## config.mk

```make
export PLATFORM = sky130hd
export DESIGN_NAME = relay_board_safety_watchdog
export DESIGN_NICKNAME = d
export VERILOG_FILES = /design/src/hw/wdog_pkg.sv /design/src/hw/relay_board_safety_watchdog.sv /design/src/hw/pin_sync.sv /design/src/hw/beat_timer.sv
export SDC_FILE = /design/constraint.sdc
export NUM_CORES = 1
export LEC_CHECK = 0
export ABC_AREA = 1
export BUFFER_PORTS_ARGS = -buffer_cell sky130_fd_sc_hd__buf_2
export CORE_MARGIN = 3
export CORE_UTILIZATION = 62
export DETAILED_ROUTE_END_ITERATION = 10
export PLACE_DENSITY = 0.84
export SETUP_SLACK_MARGIN = 0.3
export SLEW_MARGIN = 5
export SYNTH_ARGS = -nofsm -noshare
export SYNTH_HDL_FRONTEND = slang
export SYNTH_SLANG_ARGS = --single-unit
```

## constraint.sdc

```tcl
create_clock -name clk -period 3.18 [get_ports clk]
set_input_delay 0.636 -clock clk [delete_from_list [all_inputs] [get_ports clk]]
set_output_delay 0.636 -clock clk [all_outputs]
set_load 0.005 [all_outputs]
```

## src/hw/wdog_pkg.sv

```systemverilog
package wdog_pkg;
	// register bus geometry
	localparam int ADDR_W = 8;
	localparam int DATA_W = 8;
	// register offsets
	localparam logic [7:0] CTRL_OFS = 8'h00;
	localparam logic [7:0] DRIVE_OFS = 8'h04;
	localparam logic [7:0] VALVE_OFS = 8'h08;
	localparam logic [7:0] STAT_OFS = 8'h0c;
	localparam logic [7:0] IRQ_STAT_OFS = 8'h10;
	localparam logic [7:0] IRQ_EN_OFS = 8'h14;
	localparam logic [7:0] IRQ_CLR_OFS = 8'h18;
	// control register fields
	localparam int CTRL_BEAT = 0;
	localparam int CTRL_TAKE = 1;
	// drive register fields
	localparam int DRV_CELL_HTR = 0;
	localparam int DRV_PERM_HTR = 1;
	localparam int DRV_ZS_VALVE = 2;
	localparam int DRV_SC_VALVE = 3;
	localparam int DRV_UV_SRC = 4;
	localparam int DRV_SHUTTER = 5;
	localparam int DRV_PUMP = 6;
	// status register fields
	localparam int ST_HOLD = 0;
	localparam int ST_RUN = 1;
	localparam int ST_TRIP = 2;
	localparam int ST_BEAT = 3;
	// interrupt event fields
	localparam int EV_TRIP = 0;
	localparam int EV_TAKE = 1;
	localparam int EV_BEAT = 2;
	localparam int EV_W = 3;
	// reset values
	localparam logic [7:0] CTRL_RST = 8'h00;
	localparam logic [7:0] DRIVE_RST = 8'h00;
	localparam logic [7:0] VALVE_RST = 8'h00;
	localparam logic [2:0] IRQ_EN_RST = 3'h0;
	// predefined outputs while software has not taken over
	localparam logic [7:0] DRIVE_HOLD_VAL = 8'h00;
	localparam logic [7:0] VALVE_HOLD_VAL = 8'h00;
	// timing
	localparam int CLK_PERIOD_NS = 5;
	localparam int TICK_US = 1000;
	localparam int TICK_CYCLES = (TICK_US * 1000) / CLK_PERIOD_NS;
	localparam int HB_PERIOD_S = 3;
	localparam int HB_TIMEOUT_S = 30;
	localparam int HB_TIMEOUT_TICKS = (HB_TIMEOUT_S * 1000000) / TICK_US;
	// supervisor states, gray along boot -> run -> trip
	typedef enum logic [1:0] {
		ST_BOOT = 2'b00,
		ST_LIVE = 2'b01,
		ST_SHUT = 2'b11
	} sup_state_e;
endpackage

```

## src/hw/relay_board_safety_watchdog.sv

```systemverilog
`timescale 1ns/100ps
// How it works
// - thirty seconds steady heartbeat kills valves, heat, uv
// - trip leaves sample pump drive alone
// - heater indicators lit exactly while heating
// - zero/span indicator lit on span path
// - sample/cal indicator lit on cal path
// - outputs held predefined until software takes control
// - commands arrive from host over bridged bus
module relay_board_safety_watchdog #(
	parameter int TICK_CYCLES = wdog_pkg::TICK_CYCLES,
	parameter int TIMEOUT_TICKS = wdog_pkg::HB_TIMEOUT_TICKS
) (
	// clock and reset
	input logic clk,
	input logic rstn,
	// register port from the serial bus bridge
	input logic [wdog_pkg::ADDR_W-1:0] addr,
	input logic [wdog_pkg::DATA_W-1:0] wdata,
	input logic wr,
	input logic rd,
	output logic [wdog_pkg::DATA_W-1:0] rdata,
	// interrupt
	output logic irq,
	// heartbeat indicator drive and its sensed level
	output logic heartbeat_indicator,
	input logic heartbeat_sense,
	// power drives
	output logic sample_chamber_zone_heater,
	output logic perm_tube_heater,
	output logic uv_source_on,
	output logic sample_pump_on,
	// valve drivers
	output logic zero_span_valve,
	output logic sample_cal_valve,
	output logic uv_shutter_open,
	output logic [7:0] aux_valves,
	// indicators
	output logic led_sample_chamber_zone,
	output logic led_perm_tube,
	output logic led_zero_span,
	output logic led_sample_cal,
	output logic led_shutter,
	// power-up hold of the neighbouring circuits
	output logic analog_out_hold,
	output logic ext_dio_hold,
	output logic serial_bus_hold
);
	// software-visible registers
	logic [7:0] ctrl_r; // heartbeat and takeover bits
	logic [7:0] drive_r; // heater, valve and pump commands
	logic [7:0] valve_r; // extra valve driver channels
	logic [wdog_pkg::EV_W-1:0] irq_stat_r; // sticky events
	logic [wdog_pkg::EV_W-1:0] irq_en_r; // event mask
	logic [wdog_pkg::EV_W-1:0] ev; // this cycle's events
	logic [wdog_pkg::EV_W-1:0] clr; // this cycle's clears

	// supervisor
	wdog_pkg::sup_state_e state_r;
	wdog_pkg::sup_state_e state_nxt;

	// heartbeat observation
	logic beat_lvl; // cleaned sensed level
	logic beat_prev_r; // level one cycle back
	logic beat_edge; // any transition seen
	logic timed_out; // silence reached the limit

	// effective command after hold and trip gating
	logic [7:0] drive_eff;
	logic [7:0] valve_eff;

	// decoded strobes
	logic wr_ctrl;
	logic wr_drive;
	logic wr_valve;
	logic wr_en;
	logic wr_clr;

	assign wr_ctrl = wr && (addr == wdog_pkg::CTRL_OFS);
	assign wr_drive = wr && (addr == wdog_pkg::DRIVE_OFS);
	assign wr_valve = wr && (addr == wdog_pkg::VALVE_OFS);
	assign wr_en = wr && (addr == wdog_pkg::IRQ_EN_OFS);
	assign wr_clr = wr && (addr == wdog_pkg::IRQ_CLR_OFS);

	// command registers, written by the host through the bridge
	always_ff @(posedge clk) begin
		if (!rstn) begin
			ctrl_r <= wdog_pkg::CTRL_RST;
		end else if (wr_ctrl) begin
			ctrl_r <= wdata;
		end
	end

	// drive commands; takes effect only once software is live
	always_ff @(posedge clk) begin
		if (!rstn) begin
			drive_r <= wdog_pkg::DRIVE_RST;
		end else if (wr_drive) begin
			drive_r <= wdata;
		end
	end

	// extra valve channels
	always_ff @(posedge clk) begin
		if (!rstn) begin
			valve_r <= wdog_pkg::VALVE_RST;
		end else if (wr_valve) begin
			valve_r <= wdata;
		end
	end

	// interrupt mask
	always_ff @(posedge clk) begin
		if (!rstn) begin
			irq_en_r <= wdog_pkg::IRQ_EN_RST;
		end else if (wr_en) begin
			irq_en_r <= wdata[wdog_pkg::EV_W-1:0];
		end
	end

	// the indicator pin follows the software bit directly
	assign heartbeat_indicator = ctrl_r[wdog_pkg::CTRL_BEAT];

	// sense the indicator node itself, not the register, so a dead
	// driver or broken bus is caught as well as a dead processor
	pin_sync u_beat_sync (
		.clk(clk),
		.rstn(rstn),
		.pin(heartbeat_sense),
		.level(beat_lvl)
	);

	// edge detect on the cleaned level
	always_ff @(posedge clk) begin
		if (!rstn) begin
			beat_prev_r <= 1'b0;
		end else begin
			beat_prev_r <= beat_lvl;
		end
	end

	assign beat_edge = beat_lvl ^ beat_prev_r;

	// silence timer; armed only while live, so a slow boot cannot trip
	beat_timer #(
		.TICK_CYCLES(TICK_CYCLES),
		.TIMEOUT_TICKS(TIMEOUT_TICKS)
	) u_timer (
		.clk(clk),
		.rstn(rstn),
		.arm(state_r == wdog_pkg::ST_LIVE),
		.restart(beat_edge),
		.expired(timed_out)
	);

	// supervisor next state
	always_comb begin
		state_nxt = state_r;
		case (state_r)
			wdog_pkg::ST_BOOT: begin
				// hold until software says it has control
				if (ctrl_r[wdog_pkg::CTRL_TAKE]) begin
					state_nxt = wdog_pkg::ST_LIVE;
				end
			end
			wdog_pkg::ST_LIVE: begin
				// steady indicator for the full window
				if (timed_out) begin
					state_nxt = wdog_pkg::ST_SHUT;
				end
			end
			wdog_pkg::ST_SHUT: begin
				// only reset leaves shutdown
				state_nxt = wdog_pkg::ST_SHUT;
			end
			default: begin
				// unknown code: fail safe
				state_nxt = wdog_pkg::ST_SHUT;
			end
		endcase
	end

	// supervisor state register
	always_ff @(posedge clk) begin
		if (!rstn) begin
			state_r <= wdog_pkg::ST_BOOT;
		end else begin
			state_r <= state_nxt;
		end
	end

	// gating of the commands by supervisor state
	always_comb begin
		drive_eff = drive_r;
		valve_eff = valve_r;
		case (state_r)
			wdog_pkg::ST_BOOT: begin
				// predefined values until takeover
				drive_eff = wdog_pkg::DRIVE_HOLD_VAL;
				valve_eff = wdog_pkg::VALVE_HOLD_VAL;
			end
			wdog_pkg::ST_LIVE: begin
				// commands pass straight through
				drive_eff = drive_r;
				valve_eff = valve_r;
			end
			wdog_pkg::ST_SHUT: begin
				// everything off, then let the pump through
				drive_eff = 8'h00;
				valve_eff = 8'h00;
				drive_eff[wdog_pkg::DRV_PUMP] = drive_r[wdog_pkg::DRV_PUMP];
			end
			default: begin
				drive_eff = 8'h00;
				valve_eff = 8'h00;
			end
		endcase
	end

	// power drives, registered
	always_ff @(posedge clk) begin
		if (!rstn) begin
			sample_chamber_zone_heater <= 1'b0;
			perm_tube_heater <= 1'b0;
			uv_source_on <= 1'b0;
			sample_pump_on <= 1'b0;
		end else begin
			sample_chamber_zone_heater <= drive_eff[wdog_pkg::DRV_CELL_HTR];
			perm_tube_heater <= drive_eff[wdog_pkg::DRV_PERM_HTR];
			uv_source_on <= drive_eff[wdog_pkg::DRV_UV_SRC];
			sample_pump_on <= drive_eff[wdog_pkg::DRV_PUMP];
		end
	end

	// valve drivers, registered; shutter follows its own drive bit, not the lamp
	always_ff @(posedge clk) begin
		if (!rstn) begin
			zero_span_valve <= 1'b0;
			sample_cal_valve <= 1'b0;
			uv_shutter_open <= 1'b0;
			aux_valves <= 8'h00;
		end else begin
			zero_span_valve <= drive_eff[wdog_pkg::DRV_ZS_VALVE];
			sample_cal_valve <= drive_eff[wdog_pkg::DRV_SC_VALVE];
			uv_shutter_open <= drive_eff[wdog_pkg::DRV_SHUTTER];
			aux_valves <= valve_eff;
		end
	end

	// indicators mirror the actual drives, so they go dark on a trip
	always_ff @(posedge clk) begin
		if (!rstn) begin
			led_sample_chamber_zone <= 1'b0;
			led_perm_tube <= 1'b0;
			led_zero_span <= 1'b0;
			led_sample_cal <= 1'b0;
			led_shutter <= 1'b0;
		end else begin
			led_sample_chamber_zone <= drive_eff[wdog_pkg::DRV_CELL_HTR];
			led_perm_tube <= drive_eff[wdog_pkg::DRV_PERM_HTR];
			led_zero_span <= drive_eff[wdog_pkg::DRV_ZS_VALVE];
			led_sample_cal <= drive_eff[wdog_pkg::DRV_SC_VALVE];
			led_shutter <= drive_eff[wdog_pkg::DRV_SHUTTER];
		end
	end

	// hold lines for analog outputs, external i/o and serial bus
	always_ff @(posedge clk) begin
		if (!rstn) begin
			analog_out_hold <= 1'b1;
			ext_dio_hold <= 1'b1;
			serial_bus_hold <= 1'b1;
		end else begin
			analog_out_hold <= (state_nxt == wdog_pkg::ST_BOOT);
			ext_dio_hold <= (state_nxt == wdog_pkg::ST_BOOT);
			serial_bus_hold <= (state_nxt == wdog_pkg::ST_BOOT);
		end
	end

	// events: one-cycle pulses
	always_comb begin
		ev = '0;
		ev[wdog_pkg::EV_TRIP] = (state_r == wdog_pkg::ST_LIVE) && timed_out;
		ev[wdog_pkg::EV_TAKE] = (state_r == wdog_pkg::ST_BOOT) &&
			ctrl_r[wdog_pkg::CTRL_TAKE];
		ev[wdog_pkg::EV_BEAT] = beat_edge;
	end

	assign clr = wr_clr ? wdata[wdog_pkg::EV_W-1:0] : '0;

	// sticky status; a new event beats a clear in the same cycle
	always_ff @(posedge clk) begin
		if (!rstn) begin
			irq_stat_r <= '0;
		end else begin
			irq_stat_r <= (irq_stat_r & ~clr) | ev;
		end
	end

	// level interrupt while any enabled event is pending
	assign irq = |(irq_stat_r & irq_en_r);

	// read data, valid the cycle after the strobe only
	always_ff @(posedge clk) begin
		if (!rstn) begin
			rdata <= 8'h00;
		end else if (rd) begin
			case (addr)
				wdog_pkg::CTRL_OFS: begin
					rdata <= ctrl_r;
				end
				wdog_pkg::DRIVE_OFS: begin
					rdata <= drive_r;
				end
				wdog_pkg::VALVE_OFS: begin
					rdata <= valve_r;
				end
				wdog_pkg::STAT_OFS: begin
					rdata <= {4'h0, beat_lvl,
						state_r == wdog_pkg::ST_SHUT,
						state_r == wdog_pkg::ST_LIVE,
						state_r == wdog_pkg::ST_BOOT};
				end
				wdog_pkg::IRQ_STAT_OFS: begin
					rdata <= {5'h00, irq_stat_r};
				end
				wdog_pkg::IRQ_EN_OFS: begin
					rdata <= {5'h00, irq_en_r};
				end
				default: begin
					// clear register and unmapped offsets read zero
					rdata <= 8'h00;
				end
			endcase
		end else begin
			rdata <= 8'h00;
		end
	end
endmodule

```

## src/hw/pin_sync.sv

```systemverilog
`timescale 1ns/100ps
module pin_sync (
	// clock and reset
	input logic clk,
	input logic rstn,
	// pin side
	input logic pin,
	// clean level
	output logic level
);
	logic s1_r; // metastable stage, read only by s2_r
	logic s2_r;
	logic s3_r;

	// three-stage chain
	always_ff @(posedge clk) begin
		if (!rstn) begin
			s1_r <= 1'b0;
			s2_r <= 1'b0;
			s3_r <= 1'b0;
		end else begin
			s1_r <= pin;
			s2_r <= s1_r;
			s3_r <= s2_r;
		end
	end

	// a change counts only when stages two and three agree
	always_ff @(posedge clk) begin
		if (!rstn) begin
			level <= 1'b0;
		end else if (s2_r == s3_r) begin
			level <= s3_r;
		end
	end
endmodule

```

## src/hw/beat_timer.sv

```systemverilog
`timescale 1ns/100ps
module beat_timer #(
	parameter int TICK_CYCLES = wdog_pkg::TICK_CYCLES,
	parameter int TIMEOUT_TICKS = wdog_pkg::HB_TIMEOUT_TICKS
) (
	// clock and reset
	input logic clk,
	input logic rstn,
	// control
	input logic arm,
	input logic restart,
	// result
	output logic expired
);
	logic [17:0] pre_r; // prescaler toward one tick
	logic tick; // one-cycle slow enable
	logic [15:0] cnt_r; // ticks of silence

	assign tick = (pre_r == 18'(TICK_CYCLES - 1));

	// prescaler, restarted with the count so timeouts never come early
	always_ff @(posedge clk) begin
		if (!rstn || restart || !arm) begin
			pre_r <= 18'h0;
		end else if (tick) begin
			pre_r <= 18'h0;
		end else begin
			pre_r <= pre_r + 18'h1;
		end
	end

	// silence counter, saturates at the limit
	always_ff @(posedge clk) begin
		if (!rstn || restart || !arm) begin
			cnt_r <= 16'h0;
		end else if (tick && !expired) begin
			cnt_r <= cnt_r + 16'h1;
		end
	end

	assign expired = arm && (cnt_r == 16'(TIMEOUT_TICKS));
endmodule

```

==> results of run 1 <==
report_power, final:
group | total, mW | internal [mW] | switching, mW | leakage (nW)
Sequential | 1.19 | 1.19 | 0.00116 | 0.765
Clock | 0.817 | 0.374 | 0.444 | 0.106
Combinational | 0.0478 | 0.0154 | 0.0324 | 1.15
through the flow:
step	instances	util	hold slack [ns]
6_report	770	0.736	0.428
5_1_grt	770	0.736	0.450
4_1_cts	770	0.736	0.431
3_5_place_dp	754	0.706	0.407
3_3_place_gp	754	0.706	0.397
2_1_floorplan	624	-	0.390
synth_stat cells (all sizes together):
cell type,n,area [um^2]
o21bai,1,7.51
dfxtp,95,1900
clkinv,1,3.75
a21oi,56,288
nor3,12,71.3
nand4,10,62.6
inv,89,334
nor2,94,398
nand3,44,255
xor2,5,43.8
or2,3,18.8
nand3b,3,22.5
buf,12,82.6
o211ai,1,7.51
xnor2,4,35.0
nor3b,1,7.51
nand2,142,563
o21ai,44,220
clkbuf,4,15.0
ha,3,37.5
metal layers:
| metal | wire length (um) | global-route usage |
|---|---|---|
| met1 | 4150 | 0.285 |
| met5 | 0 | 0 |
| met3 | 701 | 0.0543 |
| met4 | 197 | 0.0842 |
| met2 | 4850 | 0.421 |
cell type report:
class	instances	area, um^2	share of cell area
Timing Repair Buffer	53	265	0.0546
Tap cell	93	116	0.0239
Clock inverter	7	77.6	0.0160
Sequential cell	95	1900	0.391
Inverter	90	338	0.0695
Clock buffer	9	124	0.0255
Multi-Input combinational cell	423	2040	0.419
worst max-delay path by stage:
| stage | start | to | slack (ns) | depth (start not counted) |
|---|---|---|---|---|
| final | rstn | u_timer.pre_r[3]$_SDFF_PP0_ | 1.07 | 7 |
| after global routing | rstn | u_timer.pre_r[3]$_SDFF_PP0_ | 0.81 | 7 |
| after CTS | rstn | u_timer.pre_r[3]$_SDFF_PP0_ | 1.07 | 7 |
| after detailed placement | rstn | u_timer.pre_r[3]$_SDFF_PP0_ | 0.71 | 7 |
| after global placement | rstn | u_timer.pre_r[3]$_SDFF_PP0_ | 0.77 | 7 |
| after floorplan | addr[0] | valve_r[6]$_SDFFE_PN0P_ | 1.52 | 9 |
kinds of logic (layout without fill, tap and decap cells):
group,count (synthesis),after routing,synth area share
xor+xnor,9,9,0.0180
buf+inv,106,159,0.0995
compound gates,102,102,0.120
flops,95,95,0.435
simple gates,309,309,0.320
fa+ha+maj,3,3,0.00858
state kept, by name (all words and copies together), names as in the netlist, 2 cells and up:
| signal | cells |
|---|---|
| irq_stat_r | 3 |
| u_timer.cnt_r | 16 |
| rdata | 8 |
| valve_r | 8 |
| irq_en_r | 3 |
| aux_valves | 8 |
| u_timer.pre_r | 18 |
| drive_r | 8 |
| ctrl_r | 8 |
| state_r | 2 |
worst max-delay path, stage by stage:
cell and delay, ns:
buf_2 0.39, inv_2 0.18, nor2_2 0.16, nand2_1 0.34, clkinv_1 0.20, nand2_2 0.24
nor3b_1 0.24
==> results.sh, run 1 <==
export IMPL_tightest_slew_ns=0.561
export IMPL_crit_type="primary input to flop"
export IMPL_setup_violations=0
export IMPL_grt_max_degree=34
export IMPL_ir_worst_vdd_v=0.000358
export IMPL_worstHoldPathCells=2
export IMPL_dp_hpwl_um=7240
export IMPL_clkTransAtPathRegs_ns=0.10
export IMPL_ios=54
export IMPL_dr_total_vias=4104
export IMPL_grt_overflow=0
export IMPL_synth_area_per_cell_um2=7.01
export IMPL_regToRegStartpoint="u_beat_sync.level$_SDFFE_PN0N_"
export IMPL_wl_per_cell_um=12.9
export IMPL_ys_warnings_count=0
export IMPL_drcViolationCount=0
export IMPL_finalCritPeriodShare=0.665
export IMPL_clock_fmax_ghz=0.473
export IMPL_pre_cts_ws_ns=0.707
export IMPL_antenna_cells=0
export IMPL_final_cell_mix="nand2_1 (132), dfxtp_1 (95), nor2_1 (84)"
export IMPL_synthToLayoutAreaGrowth_pct=11.1
export IMPL_grt_pass1_vias=3699
export IMPL_ant_nets=0
export IMPL_numCtsBuffers=9
export IMPL_insertion_delay_ns=0.36
export IMPL_antenna_found_initial=0
export IMPL_rsz0062_at_grt="no"
export IMPL_synth_cell_types=33
export IMPL_clock_sinks=95
export IMPL_min_period_ns=2.11
export IMPL_p_total_mw=2.06
export IMPL_cts_htree_levels=3
export IMPL_track_usage=0.239
export IMPL_cts_resized=0
export IMPL_power_density_nw_per_um2=423
export IMPL_drive_gt1_frac=0.155
export IMPL_worstHoldPathType="flop to flop"
export IMPL_maxCapViolations=0
export IMPL_hold_viol=0
export IMPL_worstPathMaxFanout=33
export IMPL_gp_congestion=0.961
export IMPL_tns_ns=0
export IMPL_dieWidth_um=90.0
export IMPL_crit_path_start_kind="primary input"
export IMPL_r2r_end="u_timer.pre_r[3]$_SDFF_PP0_"
export IMPL_drt_iter0_markers=176
export IMPL_fin_nets=696
export IMPL_die_height_um=90.0
export IMPL_drv_slew=0
export IMPL_cp_arrival_ns=2.39
export IMPL_drt_pass1_iterations=5
export IMPL_min_to="u_beat_sync.s2_r$_SDFF_PN0_"
export IMPL_die_area_um2=8100
export IMPL_grt_pass1_wl_um=16200
export IMPL_final_common_cell="nand2_1"
export IMPL_io_buffers=53
export IMPL_core_um2=6600
export IMPL_ys_seq_elements=95
export IMPL_synth_nets=648
export IMPL_critPathCaptureType="flop"
export IMPL_syn_area_um2=4380
export IMPL_fin_area_um2=4860
export IMPL_skew_ns=0.00993
export IMPL_start_util=0.663
export IMPL_rows=29
export IMPL_clk_path_buf_depth=2
export IMPL_rr_worst_depth=5
export IMPL_cts_setup_buffers=0
export IMPL_cts_tree="yes"
export IMPL_syn_inst=624
export IMPL_ys_seq_area_frac=0.435
export IMPL_cts_hold_buf=0
export IMPL_rrSetupSlack_ns=1.32
export IMPL_routed_wl_um=9910
export IMPL_root_buffer="clkbuf_8"
export IMPL_relSlewSlack=0.625
export IMPL_viasPerCell=5.33
export IMPL_status="finished, final reports clean"
export IMPL_hp_start="u_beat_sync.s1_r$_SDFF_PN0_"
export IMPL_fin_ws_ns=1.07
export IMPL_p_leak_nw=2.02
export IMPL_fillers=580
export IMPL_dpl_cell_area_um2=4660
export IMPL_worstPathRequired_ns=3.46
Note: power is estimated with default switching activity, not from simulation.
==> run 2, diff against run 1 <==
CORE_UTILIZATION = 58   (was 62)
PLACE_DENSITY = 0.8   (was 0.84)
clock period = 1.95 ns   (was 3.18 ns; I/O delays follow)
==> run 2 against run 1 <==
  * Cell count increased by 2.1%
  * Largest cell class unchanged
  * Worst hold slack worse by 0.23 ns
  * Global-route usage rose by 0.12 points
  * Non-clock buffer count rose by 10
  * Register-to-register slack got worse by 0.90 ns
  * First-iteration DRC count is 1.7% higher
  * Setup slack worse by 0.64 ns
  * Count of clock-buffer cells in the layout unchanged
  * Sequential share of layout area fell by 1.2 points
  * Combinational power rose by 64%
  * Via count fell by 0.66%
  * Highest routed layer unchanged
  * Wire length rose by 0.28%
==> results.sh, run 2 (synthesis results as in run 1) <==
export IMPL_io_buffers=53
export IMPL_gp_congestion=0.932
export IMPL_clock_sinks=95
export IMPL_setup_violations=0
export IMPL_top_regs="u_timer.pre_r: 18 flops, u_timer.cnt_r: 16 flops"
export IMPL_fin_area_um2=5020
export IMPL_rr_worst_depth=9
export IMPL_ant_nets=0
export IMPL_root_buffer="clkbuf_8"
export IMPL_tns_ns=0
export IMPL_relSlewSlack=0.693
export IMPL_grt_pass1_vias=3865
export IMPL_power_density_nw_per_um2=672
export IMPL_worstHoldPathType="primary input to flop"
export IMPL_antenna_found_initial=0
export IMPL_min_period_ns=1.53
export IMPL_drv_slew=0
export IMPL_antenna_cells=0
export IMPL_rows=31
export IMPL_clk_path_buf_depth=2
export IMPL_clkTransAtPathRegs_ns=0.10
export IMPL_numCtsBuffers=9
export IMPL_drt_iter0_markers=179
export IMPL_clock_fmax_ghz=0.655
export IMPL_cp_slowest_cell="dfxtp_2"
export IMPL_track_usage=0.240
export IMPL_min_to="u_beat_sync.s1_r$_SDFF_PN0_"
export IMPL_dieWidth_um=92.9
export IMPL_dp_hpwl_um=7380
export IMPL_ios=54
export IMPL_dr_total_vias=4077
export IMPL_r2r_end="u_timer.cnt_r[13]$_SDFFE_PP0P_"
export IMPL_routed_wl_um=9930
export IMPL_hold_slack_ns=0.200
export IMPL_p_total_mw=3.38
export IMPL_status="finished, final reports clean"
export IMPL_rsz0062_at_grt="no"
export IMPL_viasPerCell=5.19
export IMPL_p_leak_nw=2.06
export IMPL_critPathCaptureType="flop"
export IMPL_drcViolationCount=0
export IMPL_rrSetupSlack_ns=0.42
export IMPL_final_common_cell="nand2_1"
export IMPL_cts_hold_buf=0
export IMPL_worstPathRequired_ns=2.21
export IMPL_crit_path_start_kind="flop"
export IMPL_largest_reg_flops=18
export IMPL_dpl_cell_area_um2=4700
export IMPL_drt_pass1_iterations=7
export IMPL_hp_start="heartbeat_sense"
export IMPL_max_stage_delay_ns=0.38
export IMPL_largest_register="u_timer.pre_r"
export IMPL_skew_ns=0.00780
export IMPL_cts_tree="yes"
export IMPL_start_util=0.600
export IMPL_fin_nets=706
export IMPL_grt_max_degree=25
export IMPL_finalCritPeriodShare=0.783
export IMPL_drive_gt1_frac=0.183
export IMPL_synthToLayoutAreaGrowth_pct=14.8
export IMPL_regToRegStartpoint="u_timer.pre_r[0]$_SDFF_PP0_"
export IMPL_die_height_um=92.9
export IMPL_crit_type="flop to flop"
export IMPL_worstHoldPathCells=3
export IMPL_fin_ws_ns=0.423
export IMPL_tightest_slew_ns=0.458
export IMPL_insertion_delay_ns=0.36
export IMPL_maxCapViolations=0
export IMPL_die_area_um2=8620
export IMPL_path_cells="ha_4 -> nand3_4 -> nor2_2 -> nand2_2 -> nor2_4 -> buf_12 -> nand2_8 -> nand2_1 -> a21oi_2"
export IMPL_final_cell_mix="nand2_1 (132), dfxtp_1 (91), inv_1 (82)"
export IMPL_ir_worst_vdd_v=0.000543
export IMPL_worstPathMaxFanout=13
export IMPL_cp_arrival_ns=1.78
export IMPL_wl_per_cell_um=12.6
export IMPL_grt_pass1_wl_um=16800
export IMPL_grt_overflow=0
export IMPL_core_um2=7290
export IMPL_pre_cts_ws_ns=0.165
export IMPL_hold_viol=0
export IMPL_cts_htree_levels=3
-- run 2: changes by cell type in the layout (fill, tap and decap cells not counted), sizes merged --
cell	delta
buf	+10
clkinv	-3
inv	+1
clkinvlp	+2
-- run 2: final cells by class --
class	count	area (um^2)
fillers	673	2270
repair buffers	63	353
inverters	90	338
well taps	99	124
flip-flops and latches	95	1910
clock buffers	9	124
multi-input cells	423	2090
clock inverters	7	85.1
-- run 2: critical path, delay by kind of cell (launching register included) --
family	cells	cell delay, ns
buf+inv	1	0.13
simple gates	6	0.68
fa+ha+maj	1	0.16
flops	1	0.38
compound gates	1	0.06
-- run 2: per-layer routing --
layer  vias up  GRT usage  routed length (um)
li1       2091          -                   -
met1      1847      0.302                4210
met2       125      0.412                5070
met3        14     0.0309                 496
met4         0      0.105                 149
met5         -          0                   0
-- run 2: worst max path at each step --
| stage | start | endpoint | slack [ns] | cells after the start |
|---|---|---|---|---|
| floorplan | u_timer.pre_r[0]$_SDFF_PP0_ | u_timer.cnt_r[13]$_SDFFE_PP0P_ | 0.42 | 9 |
| global placement | addr[1] | drive_r[4]$_SDFFE_PN0P_ | 0.20 | 9 |
| detailed placement | addr[1] | drive_r[6]$_SDFFE_PN0P_ | 0.17 | 9 |
| CTS | u_timer.pre_r[0]$_SDFF_PP0_ | u_timer.pre_r[14]$_SDFF_PP0_ | 0.31 | 7 |
| global route | u_timer.cnt_r[0]$_SDFFE_PP0P_ | u_timer.cnt_r[10]$_SDFFE_PP0P_ | 0.31 | 9 |
| finish | u_timer.pre_r[0]$_SDFF_PP0_ | u_timer.cnt_r[13]$_SDFFE_PP0P_ | 0.42 | 9 |
-- run 2: what timing repair did --
item	in CTS	in global routing
setup endpoints to repair	10	33
resized for setup	3	13
buffers inserted	2	4
pin swaps	1	2
-- run 2: where the power goes --
part           total [mW]  switching (mW)  leakage, nW  internal [mW]
clock                1.35           0.735        0.100          0.619
combinational      0.0786          0.0520         1.20         0.0265
sequential           1.94         0.00189        0.767           1.94
total                3.38           0.789         2.06           2.59
-- run 2: per-stage QoR --
stage / std cells / util
finish: 786 / 0.689
CTS: 782 / 0.676
detailed placement: 764 / 0.644
floorplan: 624 / -
global route: 786 / 0.689
global placement: 764 / 0.644
